## src/core/hpp_pkg.sv

```systemverilog
/*
  Shared definitions for the hub port power and strap control block:
  register offsets, reset values, field positions and carrier types.
  Assumes one 125 MHz clock and a synchronous active-high reset.
*/
package hpp_pkg;

  localparam int unsigned NUM_PORTS = 4;
  localparam int unsigned NUM_CTL_PINS = 2;

  // Register offsets (byte addresses, one aligned word each)
  localparam logic [7:0] REG_CTRL = 8'h00;
  localparam logic [7:0] REG_STRAP = 8'h04;
  localparam logic [7:0] REG_PORT_STAT = 8'h08;
  localparam logic [7:0] REG_IRQ_STAT = 8'h0C;
  localparam logic [7:0] REG_IRQ_CLR = 8'h10;
  localparam logic [7:0] REG_IRQ_EN = 8'h14;
  localparam logic [7:0] REG_GPIO = 8'h18;

  // Control register fields
  localparam int unsigned CTRL_PWR_REQ_LSB = 0;
  localparam int unsigned CTRL_GPIO_MODE_BIT = 4;
  localparam int unsigned CTRL_OC_CLR_LSB = 8;

  // Gpio register fields
  localparam int unsigned GPIO_OUT_BIT = 0;
  localparam int unsigned GPIO_OE_BIT = 1;
  localparam int unsigned GPIO_IN_BIT = 2;

  // Strap register fields
  localparam int unsigned STRAP_PLUS_LSB = 0;
  localparam int unsigned STRAP_MINUS_LSB = 4;
  localparam int unsigned STRAP_DIS_LSB = 8;

  // Port status register fields
  localparam int unsigned STAT_PWR_LSB = 0;
  localparam int unsigned STAT_PIN2_LOW_BIT = 2;
  localparam int unsigned STAT_OC_LSB = 3;
  localparam int unsigned STAT_DETECT_BIT = 5;

  // Interrupt status bits
  localparam int unsigned IRQ_OC_LSB = 0;
  localparam int unsigned IRQ_VBUS_RISE_BIT = 2;
  localparam int unsigned IRQ_VBUS_FALL_BIT = 3;
  localparam int unsigned IRQ_STRAP_BIT = 4;
  localparam int unsigned IRQ_WIDTH = 5;

  // Values after reset
  localparam logic [NUM_CTL_PINS-1:0] PWR_REQ_RST = 2'h0;
  localparam logic [IRQ_WIDTH-1:0] IRQ_EN_RST = 5'h00;

  // Cycle counts
  localparam int unsigned RENEG_NS = 1000;
  localparam int unsigned CLK_PERIOD_NS = 8;
  localparam int unsigned RENEG_CYCLES = RENEG_NS / CLK_PERIOD_NS;
  localparam int unsigned OC_FILTER_CYCLES = 4;

  typedef struct packed {
    logic [7:0] addr;
    logic [31:0] wdata;
    logic wr;
    logic rd;
  } hpp_bus_req_t;

  typedef struct packed {
    logic [NUM_PORTS-1:0] plus_line;
    logic [NUM_PORTS-1:0] minus_line;
  } hpp_strap_t;

endpackage

```

## src/core/hpp_port_power_ctl.sv

```systemverilog
/*
  Port power enable and overcurrent sense for ports 1 and 2, port disable
  straps for ports 1 to 4, upstream bus-power detect with renegotiation
  pulse, and the shared general purpose pin sixteen.
  Assumes every pin input is asynchronous to core_clk, that rst is the
  power-on reset, and that the testbench resolves the two-way pins.
*/
// Strobed register access and the placing of the registers are this design's own decisions.
// Contract
// - Latch straps at power-on and reset release
// - Port disabled from plus and minus straps
// - Drive control pin high powers the port
// - Control pin low when input means overcurrent (here sensed only while the port is powered and the pin driven)
// - Sample bus-power detect as upstream power
// - Bus-power toggle renegotiates without chip reset
// - Detect pin doubles as general io sixteen
// - External reset holds device in reset mode
`timescale 1ns/100ps
module hpp_port_power_ctl #(
  parameter int unsigned OC_FILTER = hpp_pkg::OC_FILTER_CYCLES,
  parameter int unsigned RENEG_LEN = hpp_pkg::RENEG_CYCLES
) (
  input wire logic core_clk,
  input wire logic rst,
  input wire logic ext_reset_n,
  input wire hpp_pkg::hpp_strap_t strap_in,
  input wire logic [1:0] ctl_pin_in,
  output logic [1:0] ctl_pin_out,
  output logic [1:0] ctl_pin_oe,
  input wire logic bus_power_pin_in,
  output logic bus_power_pin_out,
  output logic bus_power_pin_oe,
  input wire hpp_pkg::hpp_bus_req_t bus_req,
  output logic [31:0] bus_rdata,
  output logic [3:0] port_disabled,
  output logic upstream_power_present,
  output logic upstream_reneg,
  output logic device_in_reset,
  output logic irq
);

  // Counter widths and end values sized from the parameters
  localparam int unsigned OC_W = $clog2(OC_FILTER + 1);
  localparam int unsigned RENEG_W = $clog2(RENEG_LEN + 1);
  localparam logic [OC_W-1:0] OC_TOP = OC_FILTER[OC_W-1:0];
  localparam logic [RENEG_W-1:0] RENEG_TOP = RENEG_LEN[RENEG_W-1:0];

  // Two-flop synchronisers for every pin input
  logic [1:0] ctl_meta_r, ctl_sync_r;
  logic vbus_meta_r, vbus_sync_r;
  logic rstn_meta_r, rstn_sync_r;
  hpp_pkg::hpp_strap_t strap_meta_r, strap_sync_r;

  always_ff @(posedge core_clk) begin
    if (rst) begin
      ctl_meta_r <= 2'h3;
      ctl_sync_r <= 2'h3;
      vbus_meta_r <= 1'h0;
      vbus_sync_r <= 1'h0;
      rstn_meta_r <= 1'h0;
      rstn_sync_r <= 1'h0;
      strap_meta_r <= '0;
      strap_sync_r <= '0;
    end else begin
      ctl_meta_r <= ctl_pin_in;
      ctl_sync_r <= ctl_meta_r;
      vbus_meta_r <= bus_power_pin_in;
      vbus_sync_r <= vbus_meta_r;
      rstn_meta_r <= ext_reset_n;
      rstn_sync_r <= rstn_meta_r;
      strap_meta_r <= strap_in;
      strap_sync_r <= strap_meta_r;
    end
  end

  // External reset: low holds the block in reset mode
  logic rstn_prev_r;
  logic por_pend_r;
  logic ext_rst_act;
  logic strap_capture;
  assign ext_rst_act = ~rstn_sync_r;
  // Capture once after power-on, and on every release of the external reset
  assign strap_capture = (rstn_sync_r & ~rstn_prev_r) | (por_pend_r & rstn_sync_r);

  always_ff @(posedge core_clk) begin
    if (rst) begin
      rstn_prev_r <= 1'h0;
      por_pend_r <= 1'h1;
    end else begin
      rstn_prev_r <= rstn_sync_r;
      if (strap_capture) begin
        por_pend_r <= 1'h0;
      end
    end
  end

  // Strap latch holds until the next capture event
  hpp_pkg::hpp_strap_t strap_r;
  always_ff @(posedge core_clk) begin
    if (rst) begin
      strap_r <= '0;
    end else if (strap_capture) begin
      strap_r <= strap_sync_r;
    end
  end

  // A port is disabled only when both of its straps are pulled high
  logic [3:0] port_dis_nxt;
  assign port_dis_nxt = strap_r.plus_line & strap_r.minus_line;

  // Software control state
  logic [1:0] pwr_req_r;
  logic gpio_mode_r;
  logic gpio_out_r;
  logic gpio_oe_r;
  logic [hpp_pkg::IRQ_WIDTH-1:0] irq_en_r;
  logic [hpp_pkg::IRQ_WIDTH-1:0] irq_stat_r;
  logic [1:0] oc_latched_r;

  // One write decode shared by every writable register
  function automatic logic wr_hit(input hpp_pkg::hpp_bus_req_t req, input logic [7:0] offset);
    return req.wr && (req.addr == offset);
  endfunction

  logic wr_ctrl, wr_clr, wr_en, wr_gpio;
  assign wr_ctrl = wr_hit(bus_req, hpp_pkg::REG_CTRL);
  assign wr_clr = wr_hit(bus_req, hpp_pkg::REG_IRQ_CLR);
  assign wr_en = wr_hit(bus_req, hpp_pkg::REG_IRQ_EN);
  assign wr_gpio = wr_hit(bus_req, hpp_pkg::REG_GPIO);

  always_ff @(posedge core_clk) begin
    if (rst || ext_rst_act) begin
      pwr_req_r <= hpp_pkg::PWR_REQ_RST;
      gpio_mode_r <= 1'h0;
    end else if (wr_ctrl) begin
      pwr_req_r <= bus_req.wdata[hpp_pkg::CTRL_PWR_REQ_LSB +: 2];
      gpio_mode_r <= bus_req.wdata[hpp_pkg::CTRL_GPIO_MODE_BIT];
    end
  end

  // General io sixteen output side, used only in gpio mode
  always_ff @(posedge core_clk) begin
    if (rst || ext_rst_act) begin
      gpio_out_r <= 1'h0;
      gpio_oe_r <= 1'h0;
    end else if (wr_gpio) begin
      gpio_out_r <= bus_req.wdata[hpp_pkg::GPIO_OUT_BIT];
      gpio_oe_r <= bus_req.wdata[hpp_pkg::GPIO_OE_BIT];
    end
  end

  // Interrupt enables; cleared by the external reset like the other controls
  always_ff @(posedge core_clk) begin
    if (rst || ext_rst_act) begin
      irq_en_r <= hpp_pkg::IRQ_EN_RST;
    end else if (wr_en) begin
      irq_en_r <= bus_req.wdata[hpp_pkg::IRQ_WIDTH-1:0];
    end
  end

  // Overcurrent sense: only while the port is powered and the switch
  // pulls the pin low against our weak drive. A short filter
  // rejects glitches; a real fault holds the pin low for many cycles.
  logic [1:0] pwr_on;
  logic [1:0] oc_event;
  logic [OC_W-1:0] oc_cnt_r [2];

  for (genvar p = 0; p < 2; p++) begin : g_oc
    always_ff @(posedge core_clk) begin
      if (rst || ext_rst_act || !pwr_on[p]) begin
        oc_cnt_r[p] <= '0;
      end else if (!ctl_sync_r[p]) begin
        if (oc_cnt_r[p] != OC_TOP) begin
          oc_cnt_r[p] <= oc_cnt_r[p] + 1'h1;
        end
      end else begin
        oc_cnt_r[p] <= '0;
      end
    end
    assign oc_event[p] = pwr_on[p] && !ctl_sync_r[p] &&
      (oc_cnt_r[p] == OC_TOP - 1'h1);
  end

  // Latched overcurrent keeps the port off until software clears it
  always_ff @(posedge core_clk) begin
    if (rst || ext_rst_act) begin
      oc_latched_r <= 2'h0;
    end else begin
      for (int p = 0; p < 2; p++) begin
        if (oc_event[p]) begin
          oc_latched_r[p] <= 1'h1;
        end else if (wr_ctrl && bus_req.wdata[hpp_pkg::CTRL_OC_CLR_LSB + p]) begin
          oc_latched_r[p] <= 1'h0;
        end
      end
    end
  end

  assign pwr_on = pwr_req_r & ~oc_latched_r & ~port_dis_nxt[1:0];

  // Control pins: driven high to power the port, released to cut it
  always_ff @(posedge core_clk) begin
    if (rst || ext_rst_act) begin
      ctl_pin_out <= 2'h0;
      ctl_pin_oe <= 2'h0;
    end else begin
      for (int p = 0; p < 2; p++) begin
        ctl_pin_out[p] <= pwr_on[p] && !oc_event[p];
        // Release the pin when unpowered so the monitor can be sensed
        ctl_pin_oe[p] <= pwr_on[p] && !oc_event[p];
      end
    end
  end

  // Bus-power detect: sampled level, rising edge triggers renegotiation
  logic vbus_prev_r;
  logic vbus_rise, vbus_fall;
  logic [RENEG_W-1:0] reneg_cnt_r;
  assign vbus_rise = !gpio_mode_r && vbus_sync_r && !vbus_prev_r;
  assign vbus_fall = !gpio_mode_r && !vbus_sync_r && vbus_prev_r;

  // Previous detect level; resets low like the synchroniser, so no false edge
  always_ff @(posedge core_clk) begin
    if (rst) begin
      vbus_prev_r <= 1'h0;
    end else begin
      vbus_prev_r <= vbus_sync_r;
    end
  end

  // Renegotiation stays local: no chip reset, only the upstream link
  always_ff @(posedge core_clk) begin
    if (rst || ext_rst_act) begin
      reneg_cnt_r <= '0;
    end else if (vbus_rise) begin
      reneg_cnt_r <= RENEG_TOP;
    end else if (reneg_cnt_r != '0) begin
      reneg_cnt_r <= reneg_cnt_r - 1'h1;
    end
  end

  // Sticky interrupt status; a new event wins over a same-cycle clear
  logic [hpp_pkg::IRQ_WIDTH-1:0] irq_set;
  assign irq_set = {strap_capture, vbus_fall, vbus_rise, oc_event};

  always_ff @(posedge core_clk) begin
    if (rst) begin
      irq_stat_r <= '0;
    end else begin
      irq_stat_r <= (irq_stat_r & ~(wr_clr ? bus_req.wdata[hpp_pkg::IRQ_WIDTH-1:0] : '0)) | irq_set;
    end
  end

  // Port disable status follows the latched straps
  always_ff @(posedge core_clk) begin
    if (rst) begin
      port_disabled <= 4'h0;
    end else begin
      port_disabled <= port_dis_nxt;
    end
  end

  // Upstream presence and renegotiation; the pin means nothing in gpio mode
  always_ff @(posedge core_clk) begin
    if (rst) begin
      upstream_power_present <= 1'h0;
      upstream_reneg <= 1'h0;
    end else begin
      upstream_power_present <= !gpio_mode_r && vbus_sync_r;
      upstream_reneg <= (reneg_cnt_r != '0) || vbus_rise;
    end
  end

  // Reset mode flag starts high, so nothing looks ready before the sync
  always_ff @(posedge core_clk) begin
    if (rst) begin
      device_in_reset <= 1'h1;
    end else begin
      device_in_reset <= ext_rst_act;
    end
  end

  // Level interrupt while any enabled sticky bit is set
  always_ff @(posedge core_clk) begin
    if (rst) begin
      irq <= 1'h0;
    end else begin
      irq <= |(irq_stat_r & irq_en_r);
    end
  end

  // General io sixteen drive, released whenever the pin is not in gpio mode
  always_ff @(posedge core_clk) begin
    if (rst) begin
      bus_power_pin_out <= 1'h0;
      bus_power_pin_oe <= 1'h0;
    end else begin
      bus_power_pin_out <= gpio_mode_r && gpio_out_r;
      bus_power_pin_oe <= gpio_mode_r && gpio_oe_r;
    end
  end

  // Read word built from the field positions, so the map lives in one place
  logic [31:0] rdata_nxt;
  always_comb begin
    rdata_nxt = 32'h0000_0000;
    case (bus_req.addr)
      hpp_pkg::REG_CTRL: begin
        rdata_nxt[hpp_pkg::CTRL_PWR_REQ_LSB +: 2] = pwr_req_r;
        rdata_nxt[hpp_pkg::CTRL_GPIO_MODE_BIT] = gpio_mode_r;
        rdata_nxt[hpp_pkg::CTRL_OC_CLR_LSB +: 2] = oc_latched_r;
      end
      hpp_pkg::REG_STRAP: begin
        rdata_nxt[hpp_pkg::STRAP_PLUS_LSB +: 4] = strap_r.plus_line;
        rdata_nxt[hpp_pkg::STRAP_MINUS_LSB +: 4] = strap_r.minus_line;
        rdata_nxt[hpp_pkg::STRAP_DIS_LSB +: 4] = port_dis_nxt;
      end
      hpp_pkg::REG_PORT_STAT: begin
        rdata_nxt[hpp_pkg::STAT_PWR_LSB +: 2] = pwr_on;
        rdata_nxt[hpp_pkg::STAT_PIN2_LOW_BIT] = ~ctl_sync_r[1];
        rdata_nxt[hpp_pkg::STAT_OC_LSB +: 2] = oc_latched_r;
        rdata_nxt[hpp_pkg::STAT_DETECT_BIT] = vbus_sync_r;
      end
      hpp_pkg::REG_IRQ_STAT: begin
        rdata_nxt[hpp_pkg::IRQ_WIDTH-1:0] = irq_stat_r;
      end
      hpp_pkg::REG_IRQ_EN: begin
        rdata_nxt[hpp_pkg::IRQ_WIDTH-1:0] = irq_en_r;
      end
      hpp_pkg::REG_GPIO: begin
        rdata_nxt[hpp_pkg::GPIO_OUT_BIT] = gpio_out_r;
        rdata_nxt[hpp_pkg::GPIO_OE_BIT] = gpio_oe_r;
        rdata_nxt[hpp_pkg::GPIO_IN_BIT] = vbus_sync_r;
      end
      default: begin
        rdata_nxt = 32'h0000_0000;
      end
    endcase
  end

  // Read data one cycle after the strobe; unmapped reads give zero
  always_ff @(posedge core_clk) begin
    if (rst) begin
      bus_rdata <= 32'h0000_0000;
    end else if (bus_req.rd) begin
      bus_rdata <= rdata_nxt;
    end else begin
      bus_rdata <= 32'h0000_0000;
    end
  end

endmodule

```

## config.mk

```make
export PLATFORM = sky130hd
export DESIGN_NAME = hpp_port_power_ctl
export DESIGN_NICKNAME = d
export VERILOG_FILES = /design/src/core/hpp_pkg.sv /design/src/core/hpp_port_power_ctl.sv
export SDC_FILE = /design/constraint.sdc
export NUM_CORES = 1
export LEC_CHECK = 0
export BUFFER_PORTS_ARGS = -buffer_cell sky130_fd_sc_hd__buf_2
export CAP_MARGIN = 15
export CORE_MARGIN = 2
export CORE_UTILIZATION = 55
export CTS_CLUSTER_SIZE = 24
export DETAILED_ROUTE_END_ITERATION = 7
export PLACE_DENSITY = 0.92
export SKIP_CTS_REPAIR_TIMING = 1
export SYNTH_ARGS = -nofsm -noshare
export SYNTH_HDL_FRONTEND = slang
export SYNTH_SLANG_ARGS = --single-unit
export TNS_END_PERCENT = 1
```

## constraint.sdc

```tcl
create_clock -name core_clk -period 3 [get_ports core_clk]
set_input_delay 0.6 -clock core_clk [delete_from_list [all_inputs] [get_ports core_clk]]
set_output_delay 0.6 -clock core_clk [all_outputs]
set_load 0.01 [all_outputs]
```

==> reports/qor.txt, run 1 <==
Count of cell types in the netlist = 53
Worst path required time = 3.25 ns
Async set-reset flop share out of synthesis = 0%
RSZ-0062 raised after global routing = no
Number of global-route vias before repair = 2323
Gr usage total = 19.6%
Pleak = 1.75 nW
CP startpoint = reneg_cnt_r[0]
Power density cells = 541 mW/mm^2
Largest stage delay, worst path = 0.45 ns
Routed len/inst = 13.7 microns
WP buf/inv = 1
Share of cells above drive strength 1 = 21.7%
Root Buffer = clkbuf_8
Crit. path cell count = 5
DR iter-0 viols = 146
# IOs = 102
Slowest CP cell = or4_4
Most frequent cells in the layout = 83 x dfxtp_1, 56 x buf_2, 34 x nor2_1
Largest net degree at the start of global routing = 41
Final Critical Period = 1.94 ns
Max cap viols = 0
Area Growth Syn to Fin = 12.7%
Final hold violation count = 0
Clk_lat worst skew = 0.36 ns
Synthesized area per cell = 9.92 sq um
Synth warnings = 0
CTS tree = built
Worst slew pin tran = 0.586 ns
Row Count = 29
Slew Limit Headroom = 60.4%
Max Fclk = 0.517 GHz
Critical Path Fanout Max = 5
Avg Vias per Cell = 5.24
Post-synth EDFFs = 6
Layout Skew = 0.0103 ns
Die area = 0.00702 sq mm
Die Y = 83.8 microns
Nets = 468
Cell family with most CP delay = simple AND/OR/NAND/NOR gates
Vias = 2551
Setup-failing EPs final = 0
Worst hold path cell count = 2
Kind of critical path = reg2reg
H-tree depth = 3
Initial antenna violation count = 0
Port Buf Inserts = 56
Type of origin of the critical path = register
Seq. cell area = 0.00184 sq mm
Sink Count = 89
Critical path endpoint category = register
Core footprint = 0.00624 sq mm
Fin util = 63.2%
DR pass1 iterations = 4
Critical path arrival = 2.19 ns
FF-to-FF End = reneg_cnt_r[1]
Area of the multi-input gates = 0.00144 sq mm
Cell area after synthesis = 0.00350 sq mm
Top_reg_cell synth = dfxtp_1
Gate Count Post-Synth = 353
VDD IR max = 0.376 mV
Final period utilization = 64.5%
M1 GR Usage = 24.7%
Busiest layer in global routing = met2
Final Max Tran Viols = 0
Worst-path clk slew = 0.10 ns
Register area share after synthesis = 52.6%
M3 GR Usage = 5.24%
Worst r2r src = reneg_cnt_r[0]
Final HPWL DP = 4.84 mm
Worst-path cell chain = inv_1 > ha_1 > or3b_4 > or4_4 > a2111oi_2
Commonest non-fill, non-tap cell in the layout = dfxtp_1
Flops & latches, synth = 89
Total grt overflow = 0
Initial Util = 56.1%
Setup crit end = reneg_cnt_r[1]
Hold WC Path Type = in2reg
R2R Setup Slk = 1.06 ns
Residual DRC = 0
Total wire length = 6.66 mm
Status = completed
First-pass GRT wire length = 10.9 mm
Die W = 83.8 microns
Reg2Reg Depth = 5
Gpl congestion = 0.893
FILL cells = 531
M2 GR Usage = 31.6%
Clock Tree Buf Depth = 2
Setup TNS = 0 ns
CTS buffer count = 9
Antenna Diode Count = 0
Remaining antenna violation count = 0
stage by stage:
stage          instance area, sq um  std cells  setup WS [ns]  hold slack (ns)  power [W]
3_3_place_gp                   3750        471          0.883            0.395    0.00136
5_1_grt                        3940        487          0.971            0.401    0.00222
4_1_cts                        3940        487           1.05            0.401    0.00215
2_1_floorplan                  3570        372           1.18            0.389    0.00134
3_5_place_dp                   3750        471          0.794            0.396    0.00136
6_report                       3940        487           1.06            0.412    0.00213
synth_stat cells, types with 3 or more instances:
master     n  share of area [%]
dfxtp_1   83                 47
nor2_1    34                3.6
nor2b_1   25                4.5
buf_4     22                4.7
mux2i_1   20                5.7
nand2_1   20                2.1
inv_1     17                1.8
a21oi_1   15                2.1
clkbuf_1  12                1.3
o21ai_0   10                1.4
ha_1       7                2.5
edfxtp_1   6                5.1
nand2b_1   5               0.89
nand3_1    5               0.71
or3_1      5               0.89
a22oi_1    4               0.86
a31oi_1    4               0.71
nand4_1    4               0.71
or2_2      4               0.71
and3_1     3               0.54
nor3_1     3               0.43
nor3b_1    3               0.64
nor4_1     3               0.54
layout make-up:
type / instances / area share [%]
clock buffers: 9 / 3.14
multi-input cells: 229 / 36.6
clock inverters: 7 / 1.81
well taps: 77 / 2.44
flip-flops and latches: 89 / 46.7
repair buffers: 59 / 7.68
inverters: 17 / 1.62
layer usage:
| metal | share of wire (%) | routed length [microns] |
|---|---|---|
| met3 | 6.6 | 440 |
| met2 | 47 | 3120 |
| met4 | 3.7 | 249 |
| met5 | 0 | 0 |
| met1 | 43 | 2850 |
worst reg2reg max path, cell delays in order (launching register included):
cell       delay, ns
dfxtp_1         0.32
inv_1           0.08
ha_1            0.18
or3b_4          0.42
or4_4           0.45
a2111oi_2       0.38
logic make-up (layout without fill, tap and decap cells):
logic type / after synthesis / after routing / share of synthesized area, %
fa+ha+maj: 7 / 7 / 2.50
xor+xnor: 1 / 1 / 0.250
mux: 22 / 22 / 6.68
other cells: 1 / 20 / 0.107
compound gates: 49 / 49 / 9.26
buf+inv: 54 / 92 / 8.18
flops: 89 / 89 / 52.6
simple gates: 130 / 130 / 20.4
worst min-delay path by stage:
stage / slack, ns / startpoint / end
floorplan: 0.39 / ctl_meta_r[0] / ctl_sync_r[0]
global placement: 0.39 / ctl_meta_r[0] / ctl_sync_r[0]
detailed placement: 0.40 / ctl_meta_r[0] / ctl_sync_r[0]
CTS: 0.40 / ctl_pin_in[1] / ctl_meta_r[1]
global route: 0.40 / ctl_pin_in[1] / ctl_meta_r[1]
finish: 0.41 / ctl_pin_in[1] / ctl_meta_r[1]
flip-flops by register name, indices dropped and copies added (netlist names), 4 cells and up:
| name | count |
|---|---|
| oc_cnt_r | 6 |
| strap_meta_r | 8 |
| irq_stat_r | 5 |
| irq_en_r | 5 |
| strap_sync_r | 8 |
| reneg_cnt_r | 7 |
| bus_rdata | 12 |
| port_disabled | 4 |
| strap_r | 8 |
where the power goes:
part           internal, W  switching [W]
registers          0.00121      0.0000101
logic            0.0000443      0.0000674
clock network     0.000327       0.000470
(Power assumes the default switching activity.)
==> run 2, diff against run 1 <==
--- a/config.mk
+++ b/config.mk
@@ -8,10 +8,10 @@
 export BUFFER_PORTS_ARGS = -buffer_cell sky130_fd_sc_hd__buf_2
 export CAP_MARGIN = 15
 export CORE_MARGIN = 2
-export CORE_UTILIZATION = 55
+export CORE_UTILIZATION = 46
 export CTS_CLUSTER_SIZE = 24
 export DETAILED_ROUTE_END_ITERATION = 7
-export PLACE_DENSITY = 0.92
+export PLACE_DENSITY = 0.83
 export SKIP_CTS_REPAIR_TIMING = 1
 export SYNTH_ARGS = -nofsm -noshare
 export SYNTH_HDL_FRONTEND = slang
==> constraint.sdc (replaced) <==
create_clock -name core_clk -period 1.61 [get_ports core_clk]
set_input_delay 0.322 -clock core_clk [delete_from_list [all_inputs] [get_ports core_clk]]
set_output_delay 0.322 -clock core_clk [all_outputs]
set_load 0.01 [all_outputs]
==> run 2 against run 1 <==
Effect of this change: the flow now finishes with violations (setup timing); die area increased by 19%; cell count up 9.7%; clock-buffer cell count rose by 2; first-iteration DRC count rose by 5.5%; critical path depth up 1; clock skew barely moved; non-clock buffer count rose by 25; total power rose by 87%; flip-flop and latch count did not move; routed wire length increased by 6.0%; global-route usage down 2.2 points; critical path type unchanged; largest power group unchanged.
==> reports/qor.txt, run 2 (synthesized netlist as in run 1, its figures left out) <==
Layout Skew = 0.0107 ns (+0.000449 ns)
Port Buf Inserts = 56 (unchanged)
Total wire length = 7.06 mm (+6.0%)
Comb pwr share = 6.1% (+0.9 points)
Most frequent cells in the layout = 83 x dfxtp_1, 56 x buf_2, 34 x nor2_1
Number of global-route vias before repair = 2518 (+8.4%)
Max FFs per register = 12 (unchanged)
Hold WC Path Type = in2reg
Setup ws final = -0.198 ns (-1.26 ns)
Critical path arrival = 2.05 ns (-0.14 ns)
Residual DRC = 0 (unchanged)
Critical path endpoint category = register
Max cap viols = 0 (unchanged)
Total grt overflow = 0 (unchanged)
Share of cells above drive strength 1 = 26.7% (+5.0 points)
Clock Tree Buf Depth = 2 (unchanged)
Vias = 2655 (+4.1%)
Power density cells = 953 mW/mm^2 (+76%)
Remaining antenna violation count = 0 (unchanged)
First-pass GRT wire length = 11.7 mm (+6.9%)
Row Count = 31 (+6.9%)
Die Y = 91.2 microns (+8.9%)
Initial Util = 47.8% (-8.3 points)
DR iter-0 viols = 154 (+5.5%)
Seq pwr share = 57.1% (-0.3 points)
Avg Vias per Cell = 4.97 (-5.1%)
Post-DP Area = 0.00397 sq mm (+5.8%)
Clk_lat worst skew = 0.36 ns (about the same)
Placed Cells = 518 (+10%)
Final hold violation count = 0 (unchanged)
# IOs = 102 (unchanged)
Final Max Tran Viols = 0 (unchanged)
Clk pwr share = 36.8% (-0.6 points)
Nets = 493 (+5.3%)
Final Critical Period = 1.81 ns (-0.128 ns)
Setup-failing EPs final = 6 (+6)
Kind of critical path = reg2reg
Failing checks = setup timing
Hold slack = 0.155 ns (-0.257 ns)
H-tree depth = 3 (unchanged)
Core footprint = 0.00733 sq mm (+17%)
Switching power = 0.000922 W (+68%)
RSZ-0062 raised after global routing = yes
Final period utilization = 112% (+48 points)
Power Internal = 0.00307 W (+93%)
Sink Count = 89 (unchanged)
Gpl congestion = 0.898 (+0.62%)
Post-Layout Cell Count = 534 (+9.7%)
Fin area = 0.00419 sq mm (+6.1%)
Area Growth Syn to Fin = 19.5%
Type of origin of the critical path = register
Pleak = 1.88 nW (+7.2%)
CTS tree = built
Initial antenna violation count = 0 (unchanged)
Die W = 91.2 microns (+8.9%)
Most flops, register = bus_rdata
Commonest non-fill, non-tap cell in the layout = dfxtp_1
Gr usage total = 17.4% (-2.2 points)
Antenna Diode Count = 0 (unchanged)
Die area = 0.00832 sq mm (+19%)
Critical Path Fanout Max = 3 (-2)
Worst path required time = 1.86 ns (-1.39 ns)
Switching share of power = 23.1% (-2.6 points)
CTS buffer count = 9 (unchanged)
DR pass1 iterations = 4 (unchanged)
VDD IR max = 0.527 mV (+40%)
Worst-path clk slew = 0.09 ns (about the same)
Status = finished with violations
Max Fclk = 0.553 GHz (+7.1%)
Routed len/inst = 13.2 microns (-3.4%)
Largest net degree at the start of global routing = 39 (-4.9%)
Final HPWL DP = 5.17 mm (+6.8%)
Root Buffer = clkbuf_8
## run 2: critical path, stage by stage, from the launching register on
cell and delay (ns):
dfxtp_1 0.33, inv_1 0.08, ha_2 0.18, or3b_4 0.38
or4_4 0.46, nor2_1 0.19, a2111oi_4 0.07
## run 2: worst paths after layout
check	startpoint	end	slack [ns]	cells after the start
min	ctl_pin_in[0]	ctl_meta_r[0]	0.15	2
max	reneg_cnt_r[1]	reneg_cnt_r[1]	-0.20	6
min reg2reg	ctl_meta_r[0]	ctl_sync_r[0]	0.41	1
max reg2reg	reneg_cnt_r[1]	reneg_cnt_r[1]	-0.20	6
## run 2: per-stage QoR
stage | setup TNS [ns] | power, W | util (%) | worst slack [ns]
5_1_grt | -1.56 | 0.00415 | 57.1 | -0.290
6_report | -0.758 | 0.00399 | 57.1 | -0.198
2_1_floorplan | -0.143 | 0.00250 | - | -0.112
3_5_place_dp | -1.38 | 0.00257 | 54.1 | -0.183
4_1_cts | -1.04 | 0.00402 | 56.8 | -0.195
3_3_place_gp | -1.36 | 0.00256 | 54.1 | -0.150
## run 2: area by class of cell
cell class | instances | area (sq um)
inverters | 17 | 63.8
multi-input cells | 229 | 1470
well taps | 99 | 124
clock buffers | 11 | 163
flip-flops and latches | 89 | 1840
repair buffers | 84 | 490
clock inverters | 5 | 35.0
fillers | 617 | 3150
## run 2: layer usage
metal  global-route usage [%]  vias up  share of wire (%)
li1                         -     1319                  -
met1                     22.6     1232                 43
met2                     28.7       89                 49
met3                     1.91       15                4.8
met4                     8.96        0                2.8
met5                        0        -                  0
## run 2: power groups by stage
stage / Sequential, W / Clock (W) / Combinational, W
floorplan: 0.00233 / 0 / 0.000173
global placement: 0.00233 / 0 / 0.000233
detailed placement: 0.00233 / 0 / 0.000238
CTS: 0.00228 / 0.00150 / 0.000239
global route: 0.00228 / 0.00160 / 0.000267
finish: 0.00228 / 0.00147 / 0.000243
==> run 3, diff against run 2 <==
--- a/config.mk
+++ b/config.mk
@@ -12,7 +12,6 @@
 export CTS_CLUSTER_SIZE = 24
 export DETAILED_ROUTE_END_ITERATION = 7
 export PLACE_DENSITY = 0.83
-export SKIP_CTS_REPAIR_TIMING = 1
 export SYNTH_ARGS = -nofsm -noshare
 export SYNTH_HDL_FRONTEND = slang
 export SYNTH_SLANG_ARGS = --single-unit
==> run 3 against run 2 <==
Effect of this change: the flow still finishes with violations (setup timing); clock power about the same; register-to-register slack about the same; core utilization about the same; die area unchanged; global-route usage increased by 0.088 points; clock-buffer cell count unchanged; combinational power about the same; final area about the same; total power about the same; worst setup slack got worse by 0.0071 ns; worst hold slack got worse by 0.00079 ns; critical path type unchanged.
==> reports/qor.txt, run 3 (synthesized netlist as in run 1, its figures left out) <==
Seq. cell area = 0.00184 sq mm (about the same)
Most frequent cells in the layout = 82 x dfxtp_1, 56 x buf_2, 34 x nor2_1
Power density cells = 954 mW/mm^2 (about the same)
FILL cells = 618 (+0.16%)
Largest net degree at the start of global routing = 39 (unchanged)
Worst-path cell chain = inv_1 > ha_2 > or3b_4 > or4_4 > nor2_1 > a2111oi_4
Reg2Reg Depth = 6 (unchanged)
Number of global-route vias before repair = 2516 (-0.079%)
FF-to-FF End = reneg_cnt_r[1]
Pleak = 1.88 nW (about the same)
Initial Util = 47.8% (unchanged)
Nets = 493 (unchanged)
# IOs = 102 (unchanged)
Vias = 2637 (-0.68%)
Worst path required time = 1.86 ns (about the same)
Total wire length = 7.11 mm (+0.71%)
Slowest CP cell = or4_4
Setup ws final = -0.205 ns (-0.00709 ns)
Remaining antenna violation count = 0 (unchanged)
Post-Place Setup Slack = -0.183 ns (unchanged)
Crit. path cell count = 6 (unchanged)
Antenna Diode Count = 0 (unchanged)
H-tree depth = 3 (unchanged)
Row Count = 31 (unchanged)
Max cap viols = 0 (unchanged)
Failing checks = setup timing
Hold Path End = ctl_meta_r[0]
Critical path arrival = 2.06 ns (about the same)
Hold WC Path Type = in2reg
Die W = 91.2 microns (unchanged)
Kind of critical path = reg2reg
Total grt overflow = 0 (unchanged)
Sink Count = 89 (unchanged)
Layout Skew = 0.0108 ns (+0.000128 ns)
Largest stage delay, worst path = 0.46 ns (about the same)
Area of the multi-input gates = 0.00147 sq mm (unchanged)
Critical path endpoint category = register
Max Fclk = 0.551 GHz (-0.39%)
Die area = 0.00832 sq mm (unchanged)
Most flops, register = bus_rdata
First-pass GRT wire length = 11.7 mm (+0.47%)
Hold path startpoint = ctl_pin_in[0]
Core footprint = 0.00733 sq mm (unchanged)
Final hold violation count = 0 (unchanged)
Initial antenna violation count = 0 (unchanged)
Cell family with most CP delay = simple AND/OR/NAND/NOR gates
Final period utilization = 113% (+0.44 points)
Max FFs per register = 12 (unchanged)
Share of cells above drive strength 1 = 26.9% (+0.23 points)
Avg Vias per Cell = 4.94 (-0.68%)
Final Critical Period = 1.81 ns (+0.00709 ns)
Clock Tree Buf Depth = 2 (unchanged)
WP buf/inv = 1 (unchanged)
DR pass1 iterations = 4 (unchanged)
Residual DRC = 0 (unchanged)
Setup TNS = -0.824 ns (-0.0664 ns)
Gpl congestion = 0.898 (unchanged)
RSZ-0062 raised after global routing = yes
Post-Layout Cell Count = 534 (unchanged)
Setup-failing EPs final = 7 (+1)
Gr usage total = 17.5% (+0.088 points)
Clk_lat worst skew = 0.36 ns (about the same)
Final Max Tran Viols = 0 (unchanged)
CTS buffer count = 9 (unchanged)
DR iter-0 viols = 109 (-29%)
Port Buf Inserts = 56 (unchanged)
Status = finished with violations
Worst r2r src = reneg_cnt_r[1]
CTS tree = built
R2R Setup Slk = -0.20 ns (about the same)
Root Buffer = clkbuf_8
VDD IR max = 0.527 mV (about the same)
Type of origin of the critical path = register
Worst hold path cell count = 2 (unchanged)
Routed len/inst = 13.3 microns (+0.71%)
Final HPWL DP = 5.17 mm (unchanged)
Commonest non-fill, non-tap cell in the layout = dfxtp_1
Placed Cells = 518 (unchanged)
Die Y = 91.2 microns (unchanged)
Critical Path Fanout Max = 3 (unchanged)
Area Growth Syn to Fin = 19.6% (about the same)
Worst-path clk slew = 0.09 ns (about the same)
## run 3: cell counts in the layout (fill, tap and decap cells not counted)
Identical to the previous run, type by type.
## run 3: worst max-delay path by stage
stage,from,endpoint,slack (ns)
3_5_place_dp,reneg_cnt_r[0],reneg_cnt_r[0],-0.18
5_1_grt,reneg_cnt_r[1],reneg_cnt_r[1],-0.29
3_3_place_gp,reneg_cnt_r[0],reneg_cnt_r[0],-0.15
2_1_floorplan,reneg_cnt_r[0],reneg_cnt_r[1],-0.11
4_1_cts,reneg_cnt_r[0],reneg_cnt_r[1],-0.15
6_report,reneg_cnt_r[1],reneg_cnt_r[1],-0.20
## run 3: metrics by stage
step / total power, W / instance area [sq um] / hold WS (ns) / utilization, %
floorplan: 0.00250 / 3570 / 0.389 / -
global placement: 0.00256 / 3970 / 0.399 / 54.1
detailed placement: 0.00257 / 3970 / 0.397 / 54.1
CTS: 0.00402 / 4170 / 0.147 / 56.9
global route: 0.00415 / 4190 / 0.149 / 57.1
finish: 0.00399 / 4190 / 0.154 / 57.1
## run 3: layout make-up
cell class / instances / share of cell area, %
Clock inverter: 5 / 0.837
Sequential cell: 89 / 44.0
Inverter: 17 / 1.52
Tap cell: 99 / 2.96
Clock buffer: 11 / 3.89
Timing Repair Buffer: 84 / 11.7
Multi-Input combinational cell: 229 / 35.1
## run 3: power breakdown
| group | switching [W] | internal [W] | leakage (nW) |
|---|---|---|---|
| logic | 0.000138 | 0.000107 | 1.03 |
| clock network | 0.000770 | 0.000699 | 0.101 |
| registers | 0.0000173 | 0.00226 | 0.750 |
| total | 0.000925 | 0.00307 | 1.88 |
## run 3: repair_timing
action,4_1_cts,5_1_grt
pin swaps,1,1
endpoints found under the hold margin,0,0
setup buffers,0,0
endpoints found under the setup margin,7,8
hold buffers,0,0
resized for setup,2,1
cloned,0,0
## run 3: per-layer routing
metal	global-route usage, %	up-vias	wire length [microns]
met5	0	-	0
met4	8.96	0	205
met3	1.91	15	336
met2	28.7	92	3450
met1	22.8	1212	3120
li1	-	1318	-
